### src/design/rwa_cfg.svh
// Constants of the display memory window and addressing command block.
// Assumes inclusion by bare name from the package and the command interpreter module.
`ifndef RWA_CFG_SVH
`define RWA_CFG_SVH

// ----------------------------------------
// Command codes
// ----------------------------------------
`define RWA_CMD_ENTRY    8'h11
`define RWA_CMD_WR_BW    8'h24
`define RWA_CMD_WR_RED   8'h26
`define RWA_CMD_BORDER   8'h3C
`define RWA_CMD_RD_OPT   8'h41
`define RWA_CMD_XWIN     8'h44
`define RWA_CMD_YWIN     8'h45
`define RWA_CMD_FILL_RED 8'h46
`define RWA_CMD_FILL_BW  8'h47
`define RWA_CMD_XCNT     8'h4E
`define RWA_CMD_YCNT     8'h4F
`define RWA_CMD_NOP      8'h7F

// ----------------------------------------
// Reset values
// ----------------------------------------
`define RWA_XSTART_RST   6'h00
`define RWA_XEND_RST     6'h15
`define RWA_YSTART_RST   9'h000
`define RWA_YEND_RST     9'h127
`define RWA_BORDER_RST   8'hC0
`define RWA_ENTRY_RST    3'h3
`define RWA_XCNT_RST     6'h00
`define RWA_YCNT_RST     9'h000

// ----------------------------------------
// Field positions
// ----------------------------------------
`define RWA_BD_SRC_HI    7
`define RWA_BD_SRC_LO    6
`define RWA_BD_LVL_HI    5
`define RWA_BD_LVL_LO    4
`define RWA_BD_GSCTL     2
`define RWA_BD_LUT_HI    1
`define RWA_BD_LUT_LO    0
`define RWA_ENT_AM       2
`define RWA_ENT_IDY      1
`define RWA_ENT_IDX      0
`define RWA_FILL_FIRST   7
`define RWA_FILL_H_HI    6
`define RWA_FILL_H_LO    4
`define RWA_FILL_W_HI    2
`define RWA_FILL_W_LO    0

// ----------------------------------------
// Fill extent and size code limits
// ----------------------------------------
`define RWA_FILL_COLS    22
`define RWA_FILL_ROWS    296
`define RWA_H_BAD        3'h7
`define RWA_W_MAX_OK     3'h5

`endif

### src/design/rwa_pkg.sv
// Types of the display memory window and addressing command block.
// Assumes rwa_cfg.svh sits beside it.
package rwa_pkg;
  `include "rwa_cfg.svh"

  typedef enum logic [1:0] {xfer_none, xfer_bw, xfer_red} rwa_xfer_e;
  typedef enum logic       {fill_idle, fill_run} rwa_fill_e;

  typedef enum logic [3:0] {
    bd_lut0, bd_lut1, bd_lut2, bd_lut3, bd_vcom, bd_ground,
    bd_positive_source_rail_one, bd_negative_source_rail,
    bd_positive_source_rail_two, bd_hiz
  } rwa_bd_e;

  typedef struct packed {
    logic [7:0] cmd;
    logic [2:0] pidx;
    rwa_xfer_e  xfer;
    logic       xfer_open;
    logic [5:0] window_x_start;
    logic [5:0] window_x_end;
    logic [8:0] window_y_start;
    logic [8:0] window_y_end;
    logic [5:0] xcnt;
    logic [8:0] ycnt;
    logic [2:0] entry;
    logic       read_plane;
    logic [7:0] border;
    rwa_bd_e    border_drive_output;
    rwa_fill_e  fill;
    logic       fill_plane;
    logic       fill_first;
    logic [8:0] fill_h;
    logic [4:0] fill_w;
    logic [5:0] fx;
    logic [8:0] fy;
    logic [4:0] fxb;
    logic [8:0] fyb;
    logic       xtog;
    logic       ytog;
    logic       ram_we;
    logic       ram_plane;
    logic [5:0] ram_x;
    logic [8:0] ram_y;
    logic [7:0] ram_wdata;
    logic       busy;
  } rwa_state_s;
endpackage

### src/design/rwa_step.sv
// One axis of the memory address counter: next value inside a window.
// Assumes a combinational user; the caller registers the result.
`timescale 1ns/1ps
module rwa_step #(
  parameter int W = 6
) (
  input  wire logic [W-1:0] cur,
  input  wire logic [W-1:0] win_lo,
  input  wire logic [W-1:0] win_hi,
  input  wire logic         up,
  output logic      [W-1:0] next_val,
  output logic              wrap
);
  always_comb begin
    if (up) begin
      wrap     = (cur >= win_hi);
      next_val = wrap ? win_lo : W'(cur + 1'b1);
    end else begin
      // Counting down the traversal begins at the high bound
      wrap     = (cur <= win_lo);
      next_val = wrap ? win_hi : W'(cur - 1'b1);
    end
  end
endmodule

### src/design/rwa_cmd.sv
// Command interpreter for display memory windows, counters, fills and border.
// Assumes the byte stream arrives already deserialised on the same clock.
`timescale 1ns/1ps
`include "rwa_cfg.svh"

// Functional notes
// - Border source field: transition, fixed level, common voltage, high impedance; resets C0h.
// - Fixed border level: ground, rail one, negative rail, rail two.
// - Transition control bit zero drives common voltage during red phases.
// - Two-bit field picks look-up table zero to three for the border.
// - Read plane bit resets zero for black/white, one selects red plane.
// - X window takes six-bit start and end, reset 00h and 15h.
// - Y window takes nine-bit start and end, low byte then bit 8.
// - Red fill writes alternating pattern; height codes decode, busy high throughout.
// - Fill width codes decode 8 to 176 pixels; 110 and 111 invalid.
// - Black/white fill matches red fill but targets black/white plane.
// - Set X counter loads six bits; resets to 00h.
// - Set Y counter loads nine bits, low byte then bit 8; resets 000h.
// - No-operation has no effect but ends a memory transfer.
// - After each data byte the counters increment for 11, decrement for 00.
// - Low direction bit governs X, high direction bit governs Y.
// - Axis bit zero advances X first, one advances Y first.
// - Data transfer writes land only inside the window rectangle; fills write the whole fill extent.
module rwa_cmd
  import rwa_pkg::*;
#(
  parameter int FILL_COLS = `RWA_FILL_COLS,
  parameter int FILL_ROWS = `RWA_FILL_ROWS
) (
  input  wire logic       clock,
  input  wire logic       rstn,
  input  wire logic       clk_en,
  input  wire logic       byte_valid,
  input  wire logic [7:0] byte_data,
  input  wire logic       data_cmd,
  input  wire logic       red_phase,
  output logic            busy,
  output logic            ram_we,
  output logic            ram_plane,
  output logic [5:0]      ram_x,
  output logic [8:0]      ram_y,
  output logic [7:0]      ram_wdata,
  output logic            read_plane,
  output logic [5:0]      window_x_start,
  output logic [5:0]      window_x_end,
  output logic [8:0]      window_y_start,
  output logic [8:0]      window_y_end,
  output logic [5:0]      ram_address_counter_x,
  output logic [8:0]      ram_address_counter_y,
  output logic [1:0]      count_direction_bits,
  output logic            axis_select_bit,
  output logic            transfer_active,
  output rwa_bd_e         border_drive_output
);

  // ----------------------------------------
  // Elaboration checks
  // ----------------------------------------
  if (FILL_COLS < 1 || FILL_COLS > 64 || FILL_ROWS < 1 || FILL_ROWS > 512) begin : g_bad
    $error("rwa_cmd: fill extent outside counter range");
  end

  localparam logic [5:0] LAST_COL = 6'(FILL_COLS - 1);
  localparam logic [8:0] LAST_ROW = 9'(FILL_ROWS - 1);

  // ----------------------------------------
  // Decoders
  // ----------------------------------------
  function automatic logic [8:0] fill_height(input logic [2:0] code);
    unique case (code)
      3'h0:    fill_height = 9'h008;
      3'h1:    fill_height = 9'h010;
      3'h2:    fill_height = 9'h020;
      3'h3:    fill_height = 9'h040;
      3'h4:    fill_height = 9'h080;
      3'h5:    fill_height = 9'h100;
      default: fill_height = 9'h128;
    endcase
  endfunction

  // Width in bytes; eight pixels share one memory byte
  function automatic logic [4:0] fill_width(input logic [2:0] code);
    unique case (code)
      3'h0:    fill_width = 5'h01;
      3'h1:    fill_width = 5'h02;
      3'h2:    fill_width = 5'h04;
      3'h3:    fill_width = 5'h08;
      3'h4:    fill_width = 5'h10;
      default: fill_width = 5'h16;
    endcase
  endfunction

  function automatic rwa_bd_e border_pick(input logic [7:0] cfg, input logic red);
    rwa_bd_e r;
    r = bd_hiz;
    unique case (cfg[`RWA_BD_SRC_HI:`RWA_BD_SRC_LO])
      2'b00: begin
        if (!cfg[`RWA_BD_GSCTL] && red) begin
          r = bd_vcom;
        end else begin
          r = rwa_bd_e'({2'b00, cfg[`RWA_BD_LUT_HI:`RWA_BD_LUT_LO]});
        end
      end
      2'b01: begin
        unique case (cfg[`RWA_BD_LVL_HI:`RWA_BD_LVL_LO])
          2'b00: r = bd_ground;
          2'b01: r = bd_positive_source_rail_one;
          2'b10: r = bd_negative_source_rail;
          2'b11: r = bd_positive_source_rail_two;
        endcase
      end
      2'b10: r = bd_vcom;
      2'b11: r = bd_hiz;
    endcase
    return r;
  endfunction

  // ----------------------------------------
  // State and address steppers
  // ----------------------------------------
  rwa_state_s st;
  rwa_state_s next_st;
  logic [5:0] x_next;
  logic [8:0] y_next;
  logic       x_wrap;
  logic       y_wrap;

  rwa_step #(.W(6)) u_step_x (
    .cur      (st.xcnt),
    .win_lo   (st.window_x_start),
    .win_hi   (st.window_x_end),
    .up       (st.entry[`RWA_ENT_IDX]),
    .next_val (x_next),
    .wrap     (x_wrap)
  );

  rwa_step #(.W(9)) u_step_y (
    .cur      (st.ycnt),
    .win_lo   (st.window_y_start),
    .win_hi   (st.window_y_end),
    .up       (st.entry[`RWA_ENT_IDY]),
    .next_val (y_next),
    .wrap     (y_wrap)
  );

  logic in_window;
  assign in_window = st.xcnt >= st.window_x_start && st.xcnt <= st.window_x_end &&
                     st.ycnt >= st.window_y_start && st.ycnt <= st.window_y_end;

  // ----------------------------------------
  // Next state
  // ----------------------------------------
  always_comb begin
    next_st        = st;
    next_st.ram_we = 1'b0;
    next_st.border_drive_output = border_pick(st.border, red_phase);

    if (st.fill == fill_run) begin
      // Bytes arriving during a fill are dropped; the host waits on busy
      next_st.ram_we    = 1'b1;
      next_st.ram_plane = st.fill_plane;
      next_st.ram_x     = st.fx;
      next_st.ram_y     = st.fy;
      next_st.ram_wdata = {8{st.fill_first ^ st.xtog ^ st.ytog}};
      if (st.fx == LAST_COL) begin
        next_st.fx   = 6'h00;
        next_st.fxb  = 5'h00;
        next_st.xtog = 1'b0;
        if (st.fy == LAST_ROW) begin
          next_st.fill = fill_idle;
          next_st.busy = 1'b0;
        end else begin
          next_st.fy = st.fy + 9'h001;
          if (st.fyb == 9'(st.fill_h - 9'h001)) begin
            next_st.fyb  = 9'h000;
            next_st.ytog = ~st.ytog;
          end else begin
            next_st.fyb = st.fyb + 9'h001;
          end
        end
      end else begin
        next_st.fx = st.fx + 6'h01;
        if (st.fxb == 5'(st.fill_w - 5'h01)) begin
          next_st.fxb  = 5'h00;
          next_st.xtog = ~st.xtog;
        end else begin
          next_st.fxb = st.fxb + 5'h01;
        end
      end
    end else if (byte_valid && !data_cmd) begin
      next_st.cmd  = byte_data;
      next_st.pidx = 3'h0;
      next_st.xfer_open = byte_data == `RWA_CMD_WR_BW || byte_data == `RWA_CMD_WR_RED;
      unique case (byte_data)
        `RWA_CMD_WR_BW:  next_st.xfer = xfer_bw;
        `RWA_CMD_WR_RED: next_st.xfer = xfer_red;
        default:         next_st.xfer = xfer_none;
      endcase
    end else if (byte_valid) begin
      if (st.pidx != 3'h7) begin
        next_st.pidx = st.pidx + 3'h1;
      end
      unique case (st.cmd)
        `RWA_CMD_ENTRY:  next_st.entry = byte_data[2:0];
        `RWA_CMD_BORDER: next_st.border = byte_data;
        `RWA_CMD_RD_OPT: next_st.read_plane = byte_data[0];
        `RWA_CMD_XWIN: begin
          if (st.pidx == 3'h0) next_st.window_x_start = byte_data[5:0];
          if (st.pidx == 3'h1) next_st.window_x_end = byte_data[5:0];
        end
        `RWA_CMD_YWIN: begin
          if (st.pidx == 3'h0) next_st.window_y_start[7:0] = byte_data;
          if (st.pidx == 3'h1) next_st.window_y_start[8] = byte_data[0];
          if (st.pidx == 3'h2) next_st.window_y_end[7:0] = byte_data;
          if (st.pidx == 3'h3) next_st.window_y_end[8] = byte_data[0];
        end
        `RWA_CMD_XCNT: begin
          if (st.pidx == 3'h0) next_st.xcnt = byte_data[5:0];
        end
        `RWA_CMD_YCNT: begin
          if (st.pidx == 3'h0) next_st.ycnt[7:0] = byte_data;
          if (st.pidx == 3'h1) next_st.ycnt[8] = byte_data[0];
        end
        `RWA_CMD_FILL_RED, `RWA_CMD_FILL_BW: begin
          // Invalid size codes leave memory untouched
          if (st.pidx == 3'h0 && byte_data[`RWA_FILL_H_HI:`RWA_FILL_H_LO] != `RWA_H_BAD &&
              byte_data[`RWA_FILL_W_HI:`RWA_FILL_W_LO] <= `RWA_W_MAX_OK) begin
            next_st.fill       = fill_run;
            next_st.busy       = 1'b1;
            next_st.fill_plane = (st.cmd == `RWA_CMD_FILL_RED);
            next_st.fill_first = byte_data[`RWA_FILL_FIRST];
            next_st.fill_h     = fill_height(byte_data[`RWA_FILL_H_HI:`RWA_FILL_H_LO]);
            next_st.fill_w     = fill_width(byte_data[`RWA_FILL_W_HI:`RWA_FILL_W_LO]);
            next_st.fx         = 6'h00;
            next_st.fy         = 9'h000;
            next_st.fxb        = 5'h00;
            next_st.fyb        = 9'h000;
            next_st.xtog       = 1'b0;
            next_st.ytog       = 1'b0;
          end
        end
        default: begin
          if (st.xfer != xfer_none) begin
            next_st.ram_we    = in_window;
            next_st.ram_plane = (st.xfer == xfer_red);
            next_st.ram_x     = st.xcnt;
            next_st.ram_y     = st.ycnt;
            next_st.ram_wdata = byte_data;
            if (!st.entry[`RWA_ENT_AM]) begin
              next_st.xcnt = x_next;
              if (x_wrap) next_st.ycnt = y_next;
            end else begin
              next_st.ycnt = y_next;
              if (y_wrap) next_st.xcnt = x_next;
            end
          end
        end
      endcase
    end
  end

  always_ff @(posedge clock or negedge rstn) begin
    if (!rstn) begin
      st                     <= '0;
      st.window_x_start      <= `RWA_XSTART_RST;
      st.window_x_end        <= `RWA_XEND_RST;
      st.window_y_start      <= `RWA_YSTART_RST;
      st.window_y_end        <= `RWA_YEND_RST;
      st.xcnt                <= `RWA_XCNT_RST;
      st.ycnt                <= `RWA_YCNT_RST;
      st.entry               <= `RWA_ENTRY_RST;
      st.border              <= `RWA_BORDER_RST;
      st.border_drive_output <= bd_hiz;
    end else if (clk_en) begin
      st <= next_st;
    end
  end

  // ----------------------------------------
  // Outputs
  // ----------------------------------------
  assign busy                  = st.busy;
  assign ram_we                = st.ram_we;
  assign ram_plane             = st.ram_plane;
  assign ram_x                 = st.ram_x;
  assign ram_y                 = st.ram_y;
  assign ram_wdata             = st.ram_wdata;
  assign read_plane            = st.read_plane;
  assign window_x_start        = st.window_x_start;
  assign window_x_end          = st.window_x_end;
  assign window_y_start        = st.window_y_start;
  assign window_y_end          = st.window_y_end;
  assign ram_address_counter_x = st.xcnt;
  assign ram_address_counter_y = st.ycnt;
  assign count_direction_bits  = st.entry[1:0];
  assign axis_select_bit       = st.entry[`RWA_ENT_AM];
  assign transfer_active       = st.xfer_open;
  assign border_drive_output   = st.border_drive_output;
endmodule

### config.mk
export PLATFORM = sky130hd
export DESIGN_NAME = rwa_cmd
export DESIGN_NICKNAME = d
export VERILOG_FILES = /design/src/design/rwa_pkg.sv /design/src/design/rwa_step.sv /design/src/design/rwa_cmd.sv
export VERILOG_INCLUDE_DIRS = /design/src /design/src/design
export SDC_FILE = /design/constraint.sdc
export NUM_CORES = 1
export LEC_CHECK = 0
export ABC_AREA = 1
export CELL_PAD_IN_SITES_DETAIL_PLACEMENT = 0
export CELL_PAD_IN_SITES_GLOBAL_PLACEMENT = 1
export CORE_MARGIN = 3
export CORE_UTILIZATION = 35
export DETAILED_ROUTE_END_ITERATION = 10
export DONT_BUFFER_PORTS = 1
export PLACE_DENSITY_LB_ADDON = 0.1
export SYNTH_ARGS = -nofsm -noshare
export SYNTH_HDL_FRONTEND = slang
export SYNTH_SLANG_ARGS = --single-unit
### constraint.sdc
create_clock -name clock -period 2.5 [get_ports clock]
set_input_delay 0.5 -clock clock [delete_from_list [all_inputs] [get_ports clock]]
set_output_delay 0.5 -clock clock [all_outputs]
set_load 0.05 [all_outputs]
# After elaboration in Yosys (flattened, before gate mapping)
# Index checks and enable logic that the tools add are counted.
word_totals:
  input_bits: 14
  word_cells: 212
  ff_bits: 149
  output_inout_bits: 80
op_classes:
  n_eq_ne: 47
  order_cmp: 9
  n_reduce_logical: 50
  bitwise_logic: 8
  muxes: 53
  n_addsub: 11
ops:
  columns: ["operator", "n"]
  rows:
  - ["74-bit two-way mux", 2]
  - ["48-bit two-way mux", 2]
  - ["9-bit two-way mux", 9]
  - ["57-bit two-way mux", 1]
  - ["8-bit by 7-bit equality test with 1-bit output, second input constant", 7]
  - ["9-bit one-hot mux with 6 select lines", 1]
  - ["25-bit two-way mux", 2]
  - ["6-bit AND reduction", 8]
  - ["6-bit two-way mux", 6]
  - ["4-bit one-hot mux with 4 select lines", 2]
  - ["8-bit AND reduction", 4]
  - ["15-bit two-way mux", 2]
  - ["9-bit by 1-bit adder with 9-bit output, second input constant", 3]
  - ["5-bit one-hot mux with 5 select lines", 1]
  - ["5-bit AND reduction", 5]
  - ["8-bit by 6-bit equality test with 1-bit output, second input constant", 3]
  - ["3-bit by 2-bit equality test with 1-bit output, second input constant", 6]
  - ["9-bit >= comparator", 2]
  - ["9-bit <= comparator", 2]
  - ["9-bit one-hot mux with 2 select lines", 1]
  - ["2-bit nonzero test", 9]
  - ["9-bit by 1-bit subtractor with 9-bit output, second input constant", 2]
  - ["8-bit OR reduction", 2]
  - ["1-bit two-way mux", 15]
  - ["other kinds (39)", 81]

# Logic depth before layout (Yosys ltp)
depth:
  ltp_word: 9
  ltp_mapped: 15
  depth_no_buf: 15

# Hierarchy
# Synthesis repeated with hierarchy kept, for this count alone.
unflattened:
  hier_cells: 1514
  area_unflattened_um2: 11051.8
by_module_without_submodules:
  columns: ["mod", "area_each_um2", "cells_per_inst", "seq_area_each_um2", "n_inst"]
  rows:
  - ["rwa_cmd", 8889.8, 1146, 3646.0, 1]
  - ["rwa_step (u_step_y)", 1317.5, 229, 0.0, 1]
  - ["rwa_step (u_step_x)", 844.6, 139, 0.0, 1]

# Least setup slack after synthesis
# Ideal clock, no wire load.
synth_timing:
  kind: "flip-flop to flip-flop"
  start: "reg, netlist name window_y_end[8]"
  end: "reg st, in the netlist ram_address_counter_x[0]"
  setup_ps: 116
  stages_incl_launch_ff: 15
  arrival_time_ps: 1950
  n_path_buf: 0
  t_required_ps: 2384
  path_slack_ps: 433
  period_less_slack_ps: 2067
  cell_sequence: "dfstp_2 -> inv_1 -> ha_1 -> nand2_1 -> inv_1 -> nand2_1 -> nand2_1 -> nor2_1 -> nand3_1 -> a21oi_1 -> nand2_1 -> nand2_1 -> inv_2 -> nand2_1 -> nand2_1"
synth_via:
  elab_chain_cells: 4
synth_rtl:
  columns: ["item", "line", "rtl"]
  rows:
  - ["9-bit >= comparator", "rwa_step.sv:16", "wrap = (cur >= win_hi);"]
  - ["1-bit two-way mux", "rwa_step.sv:15", "if (up) begin"]
  - ["3-bit by 1-bit != test with 1-bit output (no source line)", null, null]
  - ["8-bit AND reduction (no source line)", null, null]
  - ["to (signal assigned)", "rwa_cmd.sv:275", "st <= next_st;"]
  - ["to (decl)", "rwa_cmd.sv:121", "rwa_state_s st;"]
# Every way passes these cells.
# A chain may end at the register's enable or synchronous reset.

# Worst setup path in the final report
layout_timing:
  start: "reg st, in the netlist ram_address_counter_y[3]"
  end: "reg st, in the netlist ram_address_counter_x[5]"
layout_via:
  elab_chain_cells: 4
  elab_cells_between_ends: 5
  classes_between: "order compare: 2; eq/ne: 1; mux: 1; reduce/logical: 1"
layout_rtl:
  columns: ["item", "line"]
  rows:
  - ["9-bit <= comparator / 9-bit >= comparator (equally long branches)", "rwa_step.sv:20, rwa_step.sv:16"]
  - ["1-bit two-way mux (*)", "rwa_step.sv:15"]
  - ["3-bit by 1-bit != test with 1-bit output (no source line) (*)", null]
  - ["8-bit AND reduction (no source line) (*)", null]
# Mark *: on every way between the ends. The rest lies on a longest branch, timed or not.

==> impl_results.md <==
* Vias in the first global route at around 8,500
* Layout Cells excl Fill at 1,757
* Setup bufs post-CTS at 0
* Initial DRC count at 559
* Area leader, netlist: dfrtp_1
* Clock skew at 13.3 ps
* Slew @ Worst Pin at 699 ps
* Worst vdd ir at about 0.34 mV
* Overflow after GRT at 0
* RSZ-0062 raised after global routing: false
* Cell row count at 61
* Worst skew pair latency at 430 ps
* Commonest non-fill, non-tap cell in the layout: nand2_1
* Routed len/inst at between 15 and 20 µm
* WL final at 31,900 µm
* First-pass GRT wire length at 50,900 µm
* DP Cell Count at 1,725
* Delay-heaviest family, CP: simple AND/OR/NAND/NOR gates
* Setup crit start kind: flip-flop
* CTS tree: done
* Area of the multi-input gates at 4910 µm²
* Fmax achieved at 433 MHz
* Avg Inst Size Synth at 7.14 µm²
* Synth Flop Type: dfrtp_1
* Gpl congestion at just over 0.8
* Vias at 8,589
* Critical path cell sequence: ha_1, nand2_1, inv_1, nand2_1, nor2_1, nor2_1, nand3_1, a21oi_1, nand2_1, nand2_1, inv_2, nand2_1, nand2_1
* Yosys warns at 0
* CP max stage cell: dfrtp_1
* Fin Setup TNS at 0 ps
* WP data required at about 2800 ps
* Clock share of power at 40.3%
* Antenna diodes at 0
* GRT Util Overall at between 20% and 30%
* Initial antenna violation count at 0
* Pwr Total at 7.58 mW
* Leakage at 5.51 nW
* IO Pins at 94
* Vias per cell at 4.89
* Clock sink count at 145
* Post-synth top area share at 33.0%
* Synth top area cells: dfrtp_1 (33%), nand2_1 (16%), ha_1 (6.4%)
* Antenna Violating Nets Remaining at 0
* Post-DP Area at 10,200 µm²
* Clk buf depth at 2
* #FFs+latches synth at approximately 150
* Worst hold margin at -247 ps
* CP max FO at 7
* Pin count of the biggest net entering global routing at 146
* Most frequent cells in the layout: nand2_1 (418), inv_1 (151), dfrtp_1 (131), o21ai_0 (113), nor2_1 (106)
* Fillcell total at 3,031
* Fin. max-slew vios at 0
* Seq/Total Area, Yosys at 36.7%
* Kind of critical path: reg2reg
* Mapped Nets at 1,455
* Worst min path class: in2async
* # Max-Cap Violations at 0
* Buf/Inv on CP at 2
* Final Instance Area at about 11,000 µm²
* Post-synth ARST share at 100%
* Most common cell on crit path: nand2_1
* Flop pwr share at 44.6%
* Critical Path Sink Type: flip-flop
* Hpwl dp at 23,700 µm
* Post-synth EDFFs at 0
* Post-synth cell types at 43
* Die area at between 30,000 and 40,000 µm²
* Final hold vios at 138
* Worst path arrival time at 2630 ps
* TritonCTS Buffers at 17
* Syn Inst Count at around 1,400
* H-tree lvl count at 4
* IO buf count at 0
* Die H at 174 µm
* Initial DRT Pass Iterations at 5
* Register clock-pin slew on the reported worst setup and hold paths at ~80 ps
* Core ar. at 27,900 µm²
* DR DRC count at 0
* Starting density of the core at 35.6%
* Die X at around 170 µm
* Layout cell share with drive strength beyond 1 at slightly above 10%
* Power per cell area at 697 nW/µm²
* Cell Int Power at roughly 4.9 mW
* Post-layout net count at 1,431
* Sw Pwr at 2.65 mW
* Crit path time final at 2310 ps
* Area Growth Syn to Fin at 9.67%
* Slew HR at 53.3%
* Switching Share at 35.0%
* Combinational Power Share at between 15 and 20%
* Clk root buf: clkbuf_16
* Status: complete, but fails checks
* Register Area at roughly 3600 µm²
* Final setup violating endpoints at 0
* Max incr delay on CP at between 500 and 600 ps
* Final Cycle Share at around 92%
* Failing checks: negative hold slack
* Post-Syn Area at just under 10,000 µm²
-- power groups by stage --
stage	combinational [mW]	sequential, mW	clock, mW
2_1_floorplan	1.53	2.92	0
3_3_place_gp	1.14	3.43	0
3_5_place_dp	1.15	3.43	0
4_1_cts	1.16	3.39	3.11
5_1_grt	1.35	3.44	3.21
6_report	1.14	3.39	3.05
-- through the flow --
step	utilization, %	setup WS [ps]
after detailed placement	36.6	200
after floorplan	-	433
after CTS	39.0	171
after global placement	36.6	218
after global routing	39.1	11.9
final	39.1	193
-- path summary, 6_finish.rpt --
path	slack, ps	to	cells past startpoint	from
max in group asynchronous	2460	window_y_end[2]	0	rstn
setup / recovery	190	ram_address_counter_x[5]	13	ram_address_counter_y[3]
hold reg to reg	500	st[78]	2	st[78]
setup reg to reg	190	ram_address_counter_x[5]	13	ram_address_counter_y[3]
hold / removal	-250	ram_x[1]	0	rstn
min in group clock	160	st[68]	1	byte_data[6]
-- metal layers --
metal	GRT usage, %	vias to the layer above	routed length (µm)
met2	33.7	166	14200
met3	4.85	25	1640
met4	5.03	0	503
li1	-	4362	-
met1	30.4	4036	15500
met5	0	-	0
-- sequential cells by signal, indices dropped and copies added (netlist names), 2 cells and up --
register / flops
st: 65
ram_address_counter_y: 9
ram_y: 9
window_y_end: 9
window_y_start: 9
ram_wdata: 8
ram_address_counter_x: 6
ram_x: 6
window_x_end: 6
window_x_start: 6
border_drive_output: 4
count_direction_bits: 2
-- final cells by class --
class | instances | share of cell area [%]
Tap cell | 378 | 4.34
Inverter | 161 | 5.55
Clock buffer | 17 | 3.91
Timing Repair Buffer | 76 | 5.24
Multi-Input combinational cell | 965 | 45.1
Clock inverter | 15 | 2.34
Sequential cell | 145 | 33.5
-- cells in the mapped netlist, drive strengths merged (3+ instances only) --
master,n
clkbuf,26
dfrtp,131
a21boi,5
ha,51
dfstp,14
xnor2,13
clkinv,3
buf,93
a21oi,29
nand3,100
nor3,16
o22ai,3
nor4,3
o31ai,7
xor2,26
nand2,421
inv,158
nor2,112
o21ai,114
nand3b,3
nand4,46
-- what timing repair did --
item	in CTS	in global routing
endpoints found under the hold margin	145	144
resized for setup	0	1
setup endpoints to repair	0	8
-- worst reg2reg max path: stages (launching register included) --
cell	delay, ps
dfrtp_1	590
ha_1	310
nand2_1	70
inv_1	60
nand2_1	90
nor2_1	40
nor2_1	130
nand3_1	180
a21oi_1	170
nand2_1	70
nand2_1	240
inv_2	130
nand2_1	90
nand2_1	40
-- cells by family after synthesis --
kind of cell	count (synthesis)	synth area share [%]
fa+ha+maj	51	6.43
buf+inv	280	13.9
simple gates	705	30.2
flops	145	36.7
compound gates	170	9.34
xor+xnor	39	3.44
No activity file was read; power rests on OpenSTA's default activity.
